### src/icc_pkg.sv
/*
 * icc_pkg: offsets, field positions, reset values and bus codes for the
 * interrupt global configuration block.
 * assumes: a 32-bit AHB-Lite slave port, word-aligned registers.
 */
package icc_pkg;

    // register byte offsets
    localparam logic [31:0] ICC_OFF_CTRL   = 32'h0000_0000;
    localparam logic [31:0] ICC_OFF_STATUS = 32'h0000_0004;
    localparam logic [31:0] ICC_OFF_MASK   = 32'h0000_0008;

    // control register field layout
    localparam int          ICC_NUM_EXT    = 5;
    localparam int          ICC_VECTOR_MODE_SELECT_BIT   = 12;
    localparam int          ICC_TPC_LSB    = 8;
    localparam int          ICC_TPC_W      = 3;
    localparam int          ICC_EP_LSB     = 0;
    localparam logic [31:0] ICC_CTRL_IMPL  = 32'h0000_171f;

    // reset values
    localparam logic [31:0] ICC_CTRL_RST   = 32'h0000_0000;
    localparam logic [4:0]  ICC_STATUS_RST = 5'h00;
    localparam logic [4:0]  ICC_MASK_RST   = 5'h00;

    // ahb codes
    localparam logic [1:0]  ICC_HTRANS_NSQ = 2'h2;
    localparam logic [1:0]  ICC_HTRANS_SEQ = 2'h3;
    localparam logic        ICC_HRESP_OKAY = 1'h0;

    typedef logic [ICC_TPC_W-1:0] icc_prio_t;

endpackage : icc_pkg

### src/icc_bus_if.sv
/*
 * icc_bus_if: register access strobes between the bus slave and the
 * register file of the configuration block.
 * assumes: one clock; wr_en marks a write data phase for one cycle.
 */
`timescale 1ns/10ps
interface icc_bus_if;
    logic        wr_en;
    logic [31:0] addr;
    logic [31:0] wdata;
    logic [31:0] rdata;

    modport slv  (output wr_en, output addr, output wdata, input rdata);
    modport regs (input wr_en, input addr, input wdata, output rdata);
endinterface : icc_bus_if

### src/icc_ext_edge.sv
/*
 * icc_ext_edge: synchroniser and selectable edge detector for the
 * external interrupt inputs.
 * assumes: pins may be asynchronous; pulse output is one cycle wide.
 */
`timescale 1ns/10ps
module icc_ext_edge
    import icc_pkg::*;
#(
    parameter int N = ICC_NUM_EXT
) (
    input  wire logic         hclk,
    input  wire logic         hresetn,
    input  wire logic [N-1:0] pin,
    input  wire logic [N-1:0] rise_sel,
    output logic      [N-1:0] det
);
    logic [N-1:0] sync1_r, sync2_r, last_r, det_r;
    logic [N-1:0] det_nxt;

    // RULE5 polarity selects edge
    // RULE7 one pulse per edge
    always_comb begin
        det_nxt = (rise_sel & sync2_r & ~last_r) | (~rise_sel & ~sync2_r & last_r);
    end

    // RULE7 two-flop synchroniser
    always_ff @(posedge hclk or negedge hresetn) begin
        if (!hresetn) begin
            sync1_r <= '0;
            sync2_r <= '0;
            last_r  <= '0;
            det_r   <= '0;
        end else begin
            sync1_r <= pin;
            sync2_r <= sync1_r;
            last_r  <= sync2_r;
            det_r   <= det_nxt;
        end
    end

    assign det = det_r;
endmodule : icc_ext_edge

### src/icc_ahb_slave.sv
/*
 * icc_ahb_slave: AHB-Lite slave front end; writes complete with no wait,
 * reads take one wait state so read data come from a flip-flop.
 * assumes: single word transfers; response always OKAY.
 */
`timescale 1ns/10ps
module icc_ahb_slave
    import icc_pkg::*;
(
    input  wire logic        hclk,
    input  wire logic        hresetn,
    input  wire logic        hsel,
    input  wire logic [31:0] haddr,
    input  wire logic [1:0]  htrans,
    input  wire logic        hwrite,
    input  wire logic [31:0] hwdata,
    input  wire logic        hready,
    output logic             hreadyout,
    output logic [31:0]      hrdata,
    output logic             hresp,
    icc_bus_if.slv           bus
);
    typedef enum logic [1:0] {ICC_S_IDLE, ICC_S_WRITE, ICC_S_RWAIT, ICC_S_RDONE} icc_state_t;

    icc_state_t  state_r, state_nxt;
    logic [31:0] addr_r, addr_nxt, rdata_r, rdata_nxt;
    logic        take;

    always_comb begin
        take      = hsel && hready && (htrans == ICC_HTRANS_NSQ || htrans == ICC_HTRANS_SEQ);
        state_nxt = state_r;
        addr_nxt  = addr_r;
        rdata_nxt = rdata_r;
        unique case (state_r)
            ICC_S_RWAIT: begin
                rdata_nxt = bus.rdata;
                state_nxt = ICC_S_RDONE;
            end
            ICC_S_IDLE, ICC_S_WRITE, ICC_S_RDONE: begin
                state_nxt = ICC_S_IDLE;
                if (take) begin
                    addr_nxt  = haddr;
                    state_nxt = hwrite ? ICC_S_WRITE : ICC_S_RWAIT;
                end
            end
        endcase
    end

    always_ff @(posedge hclk or negedge hresetn) begin
        if (!hresetn) begin
            state_r <= ICC_S_IDLE;
            addr_r  <= '0;
            rdata_r <= '0;
        end else begin
            state_r <= state_nxt;
            addr_r  <= addr_nxt;
            rdata_r <= rdata_nxt;
        end
    end

    assign hreadyout = (state_r != ICC_S_RWAIT);
    assign hrdata    = rdata_r;
    assign hresp     = ICC_HRESP_OKAY;
    assign bus.wr_en = (state_r == ICC_S_WRITE);
    assign bus.addr  = addr_r;
    assign bus.wdata = hwdata;
endmodule : icc_ahb_slave

### src/icc_top.sv
/*
 * icc_top: global configuration of the interrupt controller: vector mode,
 * proximity timer threshold, external input edge polarity, edge event
 * status with mask and one level interrupt.
 * assumes: AHB-Lite register access; priority requests valid one cycle.
 */
// Behaviour
// RULE1 - control bit 12 set selects multi-vectored mode, cleared selects single-vectored.
// RULE2 - threshold N of 2 to 7 lets priority N or lower start proximity timer.
// RULE3 - threshold of one lets only priority 1 start the proximity timer.
// RULE4 - threshold of zero keeps the proximity timer disabled for all interrupts.
// RULE5 - bits 4 to 0 pick rising (set) or falling (clear) edge per input.
// RULE6 - unimplemented control bits ignore writes and read back zero.
// RULE7 - inputs synchronised; each selected edge gives exactly one pending pulse.
`timescale 1ns/10ps
module icc_top
    import icc_pkg::*;
(
    input  wire logic                   hclk,
    input  wire logic                   hresetn,
    input  wire logic                   hsel,
    input  wire logic [31:0]            haddr,
    input  wire logic [1:0]             htrans,
    input  wire logic                   hwrite,
    input  wire logic [2:0]             hsize,
    input  wire logic [31:0]            hwdata,
    input  wire logic                   hready,
    output logic                        hreadyout,
    output logic [31:0]                 hrdata,
    output logic                        hresp,
    input  wire logic [ICC_NUM_EXT-1:0] ext_irq_in,
    output logic [ICC_NUM_EXT-1:0]      ext_irq_pend,
    input  wire logic                   irq_req_valid,
    input  wire icc_prio_t              irq_req_prio,
    output logic                        prox_timer_start,
    output logic                        vector_mode_select,
    output logic                        irq
);
    icc_bus_if bus ();

    logic [31:0]            interrupt_global_control_r, interrupt_global_control_nxt;
    logic [ICC_NUM_EXT-1:0] status_r, status_nxt;
    logic [ICC_NUM_EXT-1:0] mask_r, mask_nxt;
    logic                   irq_r, irq_nxt;
    logic                   prox_r, prox_nxt;
    logic [31:0]            rdata;
    logic [ICC_NUM_EXT-1:0] ext_det;
    logic [ICC_NUM_EXT-1:0] ext_edge_sel;
    logic [ICC_NUM_EXT-1:0] w1c;
    icc_prio_t              proximity_priority_threshold;

    function automatic logic prox_hit(input icc_prio_t thr, input icc_prio_t prio);
        // zero threshold disables; priority zero never requests
        prox_hit = (thr != '0) && (prio != '0) && (prio <= thr);
    endfunction : prox_hit

    icc_ahb_slave u_slave (
        .hclk      (hclk),
        .hresetn   (hresetn),
        .hsel      (hsel),
        .haddr     (haddr),
        .htrans    (htrans),
        .hwrite    (hwrite),
        .hwdata    (hwdata),
        .hready    (hready),
        .hreadyout (hreadyout),
        .hrdata    (hrdata),
        .hresp     (hresp),
        .bus       (bus.slv)
    );

    icc_ext_edge #(.N(ICC_NUM_EXT)) u_edge (
        .hclk     (hclk),
        .hresetn  (hresetn),
        .pin      (ext_irq_in),
        .rise_sel (ext_edge_sel),
        .det      (ext_det)
    );

    assign proximity_priority_threshold =
        interrupt_global_control_r[ICC_TPC_LSB +: ICC_TPC_W];
    // RULE5 per-input edge select
    assign ext_edge_sel = interrupt_global_control_r[ICC_EP_LSB +: ICC_NUM_EXT];

    // register read mux
    always_comb begin
        rdata = '0;
        if (bus.addr == ICC_OFF_CTRL) begin
            rdata = interrupt_global_control_r;
        end else if (bus.addr == ICC_OFF_STATUS) begin
            rdata[ICC_NUM_EXT-1:0] = status_r;
        end else if (bus.addr == ICC_OFF_MASK) begin
            rdata[ICC_NUM_EXT-1:0] = mask_r;
        end
    end
    assign bus.rdata = rdata;

    // register writes, status and interrupt
    always_comb begin
        interrupt_global_control_nxt = interrupt_global_control_r;
        mask_nxt = mask_r;
        w1c      = '0;
        if (bus.wr_en && bus.addr == ICC_OFF_CTRL) begin
            // RULE6 reserved bits dropped
            interrupt_global_control_nxt = bus.wdata & ICC_CTRL_IMPL;
        end
        if (bus.wr_en && bus.addr == ICC_OFF_MASK) begin
            mask_nxt = bus.wdata[ICC_NUM_EXT-1:0];
        end
        if (bus.wr_en && bus.addr == ICC_OFF_STATUS) begin
            w1c = bus.wdata[ICC_NUM_EXT-1:0];
        end
        // RULE7 new edge wins over clear
        status_nxt = (status_r & ~w1c) | ext_det;
        irq_nxt    = |(status_nxt & mask_nxt);
    end

    // proximity timer start request
    always_comb begin
        // RULE2 threshold compare
        // RULE3 only priority one
        // RULE4 zero disables
        prox_nxt = irq_req_valid && prox_hit(proximity_priority_threshold, irq_req_prio);
    end

    always_ff @(posedge hclk or negedge hresetn) begin
        if (!hresetn) begin
            interrupt_global_control_r <= ICC_CTRL_RST;
            status_r <= ICC_STATUS_RST;
            mask_r   <= ICC_MASK_RST;
            irq_r    <= 1'b0;
            prox_r   <= 1'b0;
        end else begin
            interrupt_global_control_r <= interrupt_global_control_nxt;
            status_r <= status_nxt;
            mask_r   <= mask_nxt;
            irq_r    <= irq_nxt;
            prox_r   <= prox_nxt;
        end
    end

    // RULE1 vector mode output
    assign vector_mode_select = interrupt_global_control_r[ICC_VECTOR_MODE_SELECT_BIT];
    assign prox_timer_start   = prox_r;
    assign ext_irq_pend       = ext_det;
    assign irq                = irq_r;
endmodule : icc_top

### config.mk
export PLATFORM = sky130hd
export DESIGN_NAME = icc_top
export DESIGN_NICKNAME = d
export VERILOG_FILES = /design/src/icc_pkg.sv /design/src/icc_bus_if.sv /design/src/icc_ext_edge.sv /design/src/icc_ahb_slave.sv /design/src/icc_top.sv
export SDC_FILE = /design/constraint.sdc
export NUM_CORES = 1
export LEC_CHECK = 0
export BUFFER_PORTS_ARGS = -buffer_cell sky130_fd_sc_hd__buf_2
export CORE_UTILIZATION = 50
export CTS_BUF_LIST = sky130_fd_sc_hd__clkbuf_4 sky130_fd_sc_hd__clkbuf_8 sky130_fd_sc_hd__clkbuf_16
export DETAILED_ROUTE_END_ITERATION = 8
export PLACE_DENSITY_LB_ADDON = 0.15
export SYNTH_ARGS = -nofsm -noshare
export SYNTH_HDL_FRONTEND = slang
export SYNTH_SLANG_ARGS = --single-unit
### constraint.sdc
create_clock -name hclk -period 2.8 [get_ports hclk]
set_input_delay 0.56 -clock hclk [delete_from_list [all_inputs] [get_ports hclk]]
set_output_delay 0.56 -clock hclk [all_outputs]
set_load 0.01 [all_outputs]
==> metrics, run 1 <==
outcome finished clean; Worst-Skew Late Latency 0.35 ns; Placed Cells incl. Taps about 440; RSZ-0062 raised after global routing no; CTS tree done; final wirelength approximately 5.9 mm; Avg Cell Area, Syn approximately 13 sq um; Rel. slew slack about three fifths; Hold WS approximately 0.19 ns; Critical Path RT ~3.0 ns; I/O pin count approximately 130; sequential fraction of the synthesis area approximately three fifths; diode count 0; Sw Pwr around 730 uW; Pre-antenna DRT Iters 4; top-area cell type share of the netlist area ~60%; vias in the first global route 2171; H-tree levels 3; DR top layer met4; R2R setup slack about 0.28 ns; kind of end point of the critical path flip-flop; Hold Crit Class in2async; antenna-violating nets left 0; Avg WL per Cell 12.85 um; Yosys cell types 35; startpoint types flip-flop; Tcrit/Tclk final 90.12%; core area slightly below 7000 sq um; pwr/cell area roughly 710 nW/um^2; GRT Util Overall between 10% and 20%; CTS Root Cell clkbuf_8; clk buf depth 2; number of flops mapped to enable cells by yosys 0; internal power 2.291 mW; #FFs+latches synth between 80 and 90; die width about 86 um; layout cell share with drive strength beyond 1 41.71%; peak supply drop between 0.4 and 0.5 mV; switch share between 20 and 25%; die height slightly below 90 um; remaining global-route overflow 0; Post-Layout Cell Count roughly 460; Tightest Pin Transition 0.5710 ns; TritonCTS Buffers 9; clk slew on worst S/H paths around 0.090 ns; PortBufs 73; WL met3 318 um; Seq pwr share 50.5%; DIE AREA between 7000 and 8000 sq um; CTS sink cnt between 80 and 90; WL met1 about 2.8 mm; Synth Flop Type dfrtp_1; FF-to-FF End irq; cts repair resizes 0; Power, Total approximately 3.0 mW; Setup TNS 0 ns; cts hold-fix bufs 0; P&R area growth vs syn 19.70%; crit-path max FO 5; Setup Buffers After CTS 0; Gate power share roughly an eighth; FFs w/ async S/R, synth 100.0%; largest net degree at the start of global routing 44; Mapped Cells roughly 270; leak pwr ~2 nW; antenna violations before repair 0; met2 routed WL 2.665 mm; DR vias/cell between 4 and 5; Slew Limit Fails 0; drc violations 0; Synthesis Warnings 0; Clock power frac a little under two fifths; FMAX 0.3963 GHz; synth cell count leaders dfrtp_1 (84), mux2_2 (40), buf_4 (24); Max Cap Viol 0; type of the worst setup path reg2reg; Final min period around 2.5 ns; Initial DRC Count 85; final hold violation count 0; cell taking the most area after synthesis dfrtp_1; CP Data Arrival Time about 2.7 ns; first-pass GRT wire length about 10 mm; count of final setup violators 0; gpl congestion 0.7462; count leader, synth dfrtp_1; fin nets roughly 440; Synth Cell Area between 3000 and 4000 sq um; DP HPWL 4.255 mm; vias approximately 2200; worst r2r src u_slave.bus.addr[1]; top cells by area in the synthesized netlist dfrtp_1 (59%), mux2_2 (13%), buf_4 (5.1%); Worst Reg-to-Reg Cells 6; Initial Utilization 52.16%; clock skew 0.01324 ns; # rows 30
==> state kept, by name, indices dropped and copies added, names as in the netlist <==
register	flops
u_edge.det	5
u_edge.sync2_r	5
interrupt_global_control_r	9
u_edge.last_r	5
u_slave.bus.addr	32
prox_timer_start	1
irq	1
mask_r	5
status_r	5
u_slave.state_r	2
u_edge.sync1_r	5
u_slave.hrdata	9
==> metrics by stage <==
| stage | setup WS [ns] | util [%] | cell area (sq um) |
|---|---|---|---|
| after CTS | 0.2205 | 62.44 | 4265 |
| after global routing | 0.06556 | 62.44 | 4265 |
| after detailed placement | 0.2399 | 58.52 | 3998 |
| after floorplan | 0.4633 | - | 3650 |
| after global placement | 0.2736 | 58.52 | 3998 |
| final | 0.2767 | 62.44 | 4265 |
==> cells in the final DEF (no fill, tap or decap), types with 6 or more instances in the layout <==
master,count
nand2b_1,8
o21ai_0,19
buf_4,6
nor2_1,8
mux2_2,40
nand2_1,23
clkbuf_8,9
buf_2,72
dfrtp_1,84
conb_1,24
inv_1,12
==> routing by layer <==
| metal | vias to the layer above | global-route usage, % |
|---|---|---|
| li1 | 1081 | - |
| met1 | 1090 | 22.96 |
| met2 | 66 | 28.57 |
| met3 | 7 | 6.000 |
| met4 | 0 | 6.364 |
| met5 | - | 0 |
==> kinds of logic (layout without fill, tap and decap cells) <==
kind of cell	count (synthesis)	after routing	share of synthesized area, %
fa+ha+maj	3	3	1.053
compound gates	37	37	6.461
other cells	1	24	0.1052
simple gates	60	60	11.94
buf+inv	42	108	6.987
mux	46	46	14.47
flops	84	84	58.99
==> power groups by stage <==
| stage | clock [mW] | combinational [mW] | sequential, mW |
|---|---|---|---|
| detailed placement | 0 | 0.382 | 1.56 |
| global route | 1.20 | 0.420 | 1.55 |
| global placement | 0 | 0.373 | 1.55 |
| floorplan | 0 | 0.292 | 1.53 |
| finish | 1.12 | 0.377 | 1.53 |
| CTS | 1.15 | 0.383 | 1.53 |
==> how the worst max path moves through the flow <==
stage                                    start  end  slack [ns]  depth (start not counted)
after floorplan           u_slave.bus.addr[18]  irq        0.46                          6
after global placement     u_slave.bus.addr[1]  irq        0.27                          6
after detailed placement   u_slave.bus.addr[1]  irq        0.24                          6
after CTS                  u_slave.bus.addr[1]  irq        0.22                          6
after global routing       u_slave.bus.addr[1]  irq        0.07                          6
final                      u_slave.bus.addr[1]  irq        0.28                          6
==> area by class of cell <==
type	count	area (sq um)
clock inverters	6	136.4
repair buffers	79	425.4
well taps	96	120.1
clock buffers	10	131.4
inverters	13	48.80
multi-input cells	170	1301
flip-flops and latches	84	2102
fillers	583	2566
==> critical path, stage by stage, from the launching register on <==
cell and delay, ns:
dfrtp_1 0.39, nor4_2 0.40, nand4_4 0.22, nor4_4 0.42
mux2_2 0.39, a222oi_1 0.38, o221ai_1 0.17
No activity file was read; power rests on OpenSTA's default activity.
==> run 2: changes to the inputs <==
--- a/config.mk
+++ b/config.mk
@@ -7,7 +7,7 @@
 export LEC_CHECK = 0
 export BUFFER_PORTS_ARGS = -buffer_cell sky130_fd_sc_hd__buf_2
 export CORE_UTILIZATION = 50
-export CTS_BUF_LIST = sky130_fd_sc_hd__clkbuf_4 sky130_fd_sc_hd__clkbuf_8 sky130_fd_sc_hd__clkbuf_16
+export CTS_BUF_LIST = sky130_fd_sc_hd__clkbuf_8 sky130_fd_sc_hd__clkbuf_16
 export DETAILED_ROUTE_END_ITERATION = 8
 export PLACE_DENSITY_LB_ADDON = 0.15
 export SYNTH_ARGS = -nofsm -noshare
==> constraint.sdc (replaced) <==
create_clock -name hclk -period 2.7 [get_ports hclk]
set_input_delay 0.54 -clock hclk [delete_from_list [all_inputs] [get_ports hclk]]
set_output_delay 0.54 -clock hclk [all_outputs]
set_load 0.01 [all_outputs]
==> run 2 against run 1 <==
- fmax up 3.6%
- flip-flop and latch count unchanged
- combinational power up 3%
- first-iteration DRC count down 11%
- worst setup slack worse by 0.013 ns
- hold slack worse by 0.035 ns
- global-route usage about the same
- sequential power up 4%
- largest cell class unchanged
- largest power group unchanged
- highest routed layer unchanged
==> metrics, run 2 (synthesis results as in run 1) <==
P&R area growth vs syn 17.77%; core area just under 7000 sq um; Placed Cells incl. Taps 443; PortBufs 73; Setup TNS 0 ns; startpoint types flip-flop; Pre-antenna DRT Iters 4; vias 2219; final hold violation count 0; Worst Reg-to-Reg Cells 6; Design Area, Final ~4200 sq um; RSZ-0062 raised after global routing no; CTS tree done; Rel. slew slack around three fifths; end of the critical path irq; remaining global-route overflow 0; most common cell after layout, fill and taps aside dfrtp_1; cts repair resizes 0; Tcrit/Tclk final ~90%; gpl congestion 0.7557; FILL cells 589; Critical Path RT ~2.9 ns; FF-to-FF End irq; vias in the first global route approximately 2200; die height 86.42 um; Setup Buffers After CTS 0; area of the multi-input gates about 1300 sq um; leak pwr around 2 nW; clock skew 0.01176 ns; dpl cell area ~4000 sq um; die width slightly below 90 um; kind of end point of the critical path flip-flop; CTS Root Cell clkbuf_8; CP Launch Point u_slave.bus.addr[1]; H-tree levels 3; final wirelength about 6.0 mm; largest net degree at the start of global routing 46; diode count 0; setup slack after layout around 0.26 ns; worst r2r src u_slave.bus.addr[1]; first-pass GRT wire length about 10 mm; Hold WS between 0.15 and 0.2 ns; Place WS ~0.24 ns; most frequent cells in the layout dfrtp_1 (84), buf_2 (72), mux2_2 (40); Slew Limit Fails 0; drc violations 0; Max Cap Viol 0; count of final setup violators 0; Final min period between 2 and 2.5 ns; GRT Util Overall around 18%; FMAX between 0.4 and 0.5 GHz; peak supply drop roughly 0.45 mV; antenna-violating nets left 0; Worst-Skew Late Latency 0.35 ns; pwr/cell area 679.2 nW/um^2; antenna violations before repair 0; clk slew on worst S/H paths around 0.090 ns; R2R setup slack 0.26 ns; Initial DRC Count 76; clk buf depth 2; crit-path max FO 4; DP HPWL between 4 and 5 mm; Initial Utilization 52.16%; # rows 30; max reg flops 32; type of the worst setup path reg2reg; cts hold-fix bufs 0; CP Data Arrival Time about 2.6 ns; CTS sink cnt 84; Tightest Pin Transition between 0.5 and 0.6 ns; Post-Layout Cell Count around 460; register area 2102 sq um; TritonCTS Buffers 9; Avg WL per Cell about 13 um; fin nets 444; Hold Crit Class in2async; I/O pin count between 100 and 150; layout cell share with drive strength beyond 1 41.44%; outcome finished clean; DR vias/cell between 4 and 5; DIE AREA between 7000 and 8000 sq um
-- run 2: changes by cell type in the layout (fill, tap and decap cells not counted) --
| cell | previous run | this run |
|---|---|---|
| clkbuf_4 | 1 | 0 |
| bufinv_16 | 4 | 1 |
| clkinvlp_4 | 1 | 2 |
| clkbuf_8 | 9 | 10 |
| inv_1 | 12 | 13 |
| buf_4 | 6 | 7 |
| clkinv_2 | 0 | 1 |
| clkinv_4 | 1 | 0 |
-- run 2: power breakdown --
group / internal (mW) / total (mW) / switching (mW)
registers: 1.44 / 1.59 / 0.147
clock network: 0.443 / 0.872 / 0.429
logic: 0.215 / 0.390 / 0.175
total: 2.10 / 2.85 / 0.751
-- run 2: how the worst min path moves through the flow --
stage / start / endpoint / slack (ns) / cells past startpoint
finish: hresetn / u_slave.bus.addr[11] / 0.16 / 1
global route: hresetn / u_slave.bus.addr[11] / 0.20 / 1
CTS: hresetn / u_slave.bus.addr[11] / 0.18 / 1
detailed placement: u_edge.sync1_r[2] / u_edge.sync2_r[2] / 0.34 / 0
global placement: u_edge.sync1_r[3] / u_edge.sync2_r[3] / 0.33 / 0
floorplan: hresetn / interrupt_global_control_r[0] / 0.24 / 0
-- run 2: metal layers --
layer  part of all wire (%)  wire, um  GRT usage [%]
met1                     47      2793          23.00
met2                     47      2808          29.29
met3                    5.4       321          5.714
met4                    1.2        69          5.000
met5                      0         0              0
-- run 2: worst max-delay path, cell delays in order, from the launching register on --
cell	delay, ns
dfrtp_1	0.40
nor4_2	0.36
nand4_4	0.17
nor4_4	0.42
mux2_2	0.39
a222oi_1	0.38
o221ai_1	0.17
-- run 2: cell type report --
class,count,share of cell area [%]
clock buffer,10,3.280
clock inverter,5,1.282
inverter,13,1.163
multi-input combinational,170,31.01
sequential,84,50.09
tap,96,2.862
timing repair buffer,80,10.32
-- run 2: stage by stage --
stage	power [mW]	utilization, %
2_1_floorplan	1.887	-
3_3_place_gp	1.994	58.63
3_5_place_dp	2.014	58.63
4_1_cts	2.887	61.43
5_1_grt	2.993	61.43
6_report	2.850	61.43
==> run 3: changes to the inputs <==
--- a/config.mk
+++ b/config.mk
@@ -6,6 +6,8 @@
 export NUM_CORES = 1
 export LEC_CHECK = 0
 export BUFFER_PORTS_ARGS = -buffer_cell sky130_fd_sc_hd__buf_2
+export CORE_ASPECT_RATIO = 0.7
+export CORE_MARGIN = 3
 export CORE_UTILIZATION = 50
 export CTS_BUF_LIST = sky130_fd_sc_hd__clkbuf_8 sky130_fd_sc_hd__clkbuf_16
 export DETAILED_ROUTE_END_ITERATION = 8
==> run 3 against run 2 <==
- non-clock buffer count grew 2
- register-to-register slack got worse by 0.04 ns
- sequential power about the same
- sequential share of layout area down 0.56 points
- hold slack got worse by 0.039 ns
- routed wire length increased by 8.7%
- die area increased by 9.7%
- design area rose by 1.1%
- clock skew fell by 0.0025 ns
- via count up 1.0%
- largest power group unchanged
==> metrics, run 3 (synthesis results as in run 1) <==
startpoint types flip-flop; antenna violations before repair 0; Tcrit/Tclk final 91.64%; Hold WS approximately 0.12 ns; setup slack after layout roughly 0.23 ns; GRT Util Overall between 15 and 20%; DR vias/cell 4.885; Design Area, Final ~4200 sq um; most frequent cells in the layout dfrtp_1 (84), buf_2 (72), mux2_2 (40); CP Launch Point u_slave.bus.addr[5]; fin nets 446; DIE AREA 8192 sq um; CTS tree done; die width about 110 um; I/O pin count 125; peak supply drop about 0.34 mV; R2R setup slack 0.23 ns; Worst-Skew Late Latency about 0.35 ns; first-pass GRT wire length 10.98 mm; # rows 25; die height approximately 77 um; Slew Limit Fails 0; Rel. slew slack between 50 and 60%; pwr/cell area 700.6 nW/um^2; Initial DRC Count 91; Max Cap Viol 0; CP max-delay cell nor4_4; Levels on crit path 6; DP HPWL ~4.8 mm; count of final setup violators 0; vias in the first global route 2292; CTS Root Cell clkbuf_8; FF-to-FF End irq; Critical Path RT 2.90 ns; CTS sink cnt 84; RSZ-0062 raised after global routing no; drc violations 0; Hold Crit Class in2async; Avg WL per Cell between 10 and 15 um; buffers plus inverters on the worst setup path 0; clk slew on worst S/H paths 0.09 ns; remaining global-route overflow 0; TritonCTS Buffers 9; CP Data Arrival Time approximately 2.7 ns; area of the multi-input gates about 1300 sq um; Slowest Stage Delay on Critical Path about 0.44 ns; diode count 0; H-tree levels 3; crit-path max FO 4; core area ~7000 sq um; FILL cells 577; clock skew approximately 0.009 ns; dpl cell area around 4000 sq um; Worst Reg-to-Reg Cells 6; P&R area growth vs syn 19.10%; critical path cell sequence nor4_2 > nand4_2 > nor4_4 > mux2_2 > a222oi_1 > o221ai_1; outcome finished clean; cts repair resizes 0; Final Util between 60 and 70%; PortBufs between 70 and 80; antenna-violating nets left 0; vias roughly 2200; final hold violation count 0; kind of end point of the critical path flip-flop; Pre-antenna DRT Iters 5; clk buf depth 2; register area 2102 sq um; leak pwr a little over 2 nW; largest net degree at the start of global routing 37; most common cell after layout, fill and taps aside dfrtp_1; max reg flops 32; layout cell share with drive strength beyond 1 roughly two fifths; Initial Utilization between 50% and 60%; Setup TNS 0 ns; gpl congestion ~0.7; final wirelength between 6 and 7 mm; worst r2r src u_slave.bus.addr[5]; Final min period about 2.5 ns; Tightest Pin Transition 0.6473 ns; type of the worst setup path reg2reg; Place WS 0.1712 ns; FMAX 0.4042 GHz; Top delay family on crit path simple AND/OR/NAND/NOR gates
-- run 3: worst max-delay path by stage --
stage,end,slack [ns]
global route,irq,0.05
finish,irq,0.23
CTS,irq,0.13
global placement,irq,0.17
floorplan,irq,0.36
detailed placement,irq,0.17
-- run 3: metal layers --
metal	up-vias	global-route usage, %	wire length [um]	share of wire (%)
met5	-	0	0	0
met4	0	4.981	78	1.2
met3	9	5.927	456	7.0
met2	69	23.68	2743	42
met1	1082	25.34	3236	50
li1	1082	-	-	-
-- run 3: through the flow --
step | cells | power [mW]
after detailed placement | 442 | 2.016
after global routing | 459 | 3.133
final | 459 | 2.973
after CTS | 458 | 3.011
after floorplan | 296 | 1.887
after global placement | 442 | 1.997
-- run 3: timing repair --
item,in CTS,in global routing
buffers inserted,0,1
setup endpoints to repair,0,1
hold buffers,0,0
-- run 3: final cells by class --
type / count / share of cell area (%)
inverters: 13 / 1.150
clock inverters: 6 / 2.093
repair buffers: 82 / 10.55
flip-flops and latches: 84 / 49.53
well taps: 94 / 2.771
clock buffers: 10 / 3.243
multi-input cells: 170 / 30.66
-- run 3: report_power, final --
part / switching (mW) / internal (mW) / total, mW
Combinational: 0.178 / 0.216 / 0.394
Clock: 0.446 / 0.546 / 0.992
Sequential: 0.147 / 1.44 / 1.59
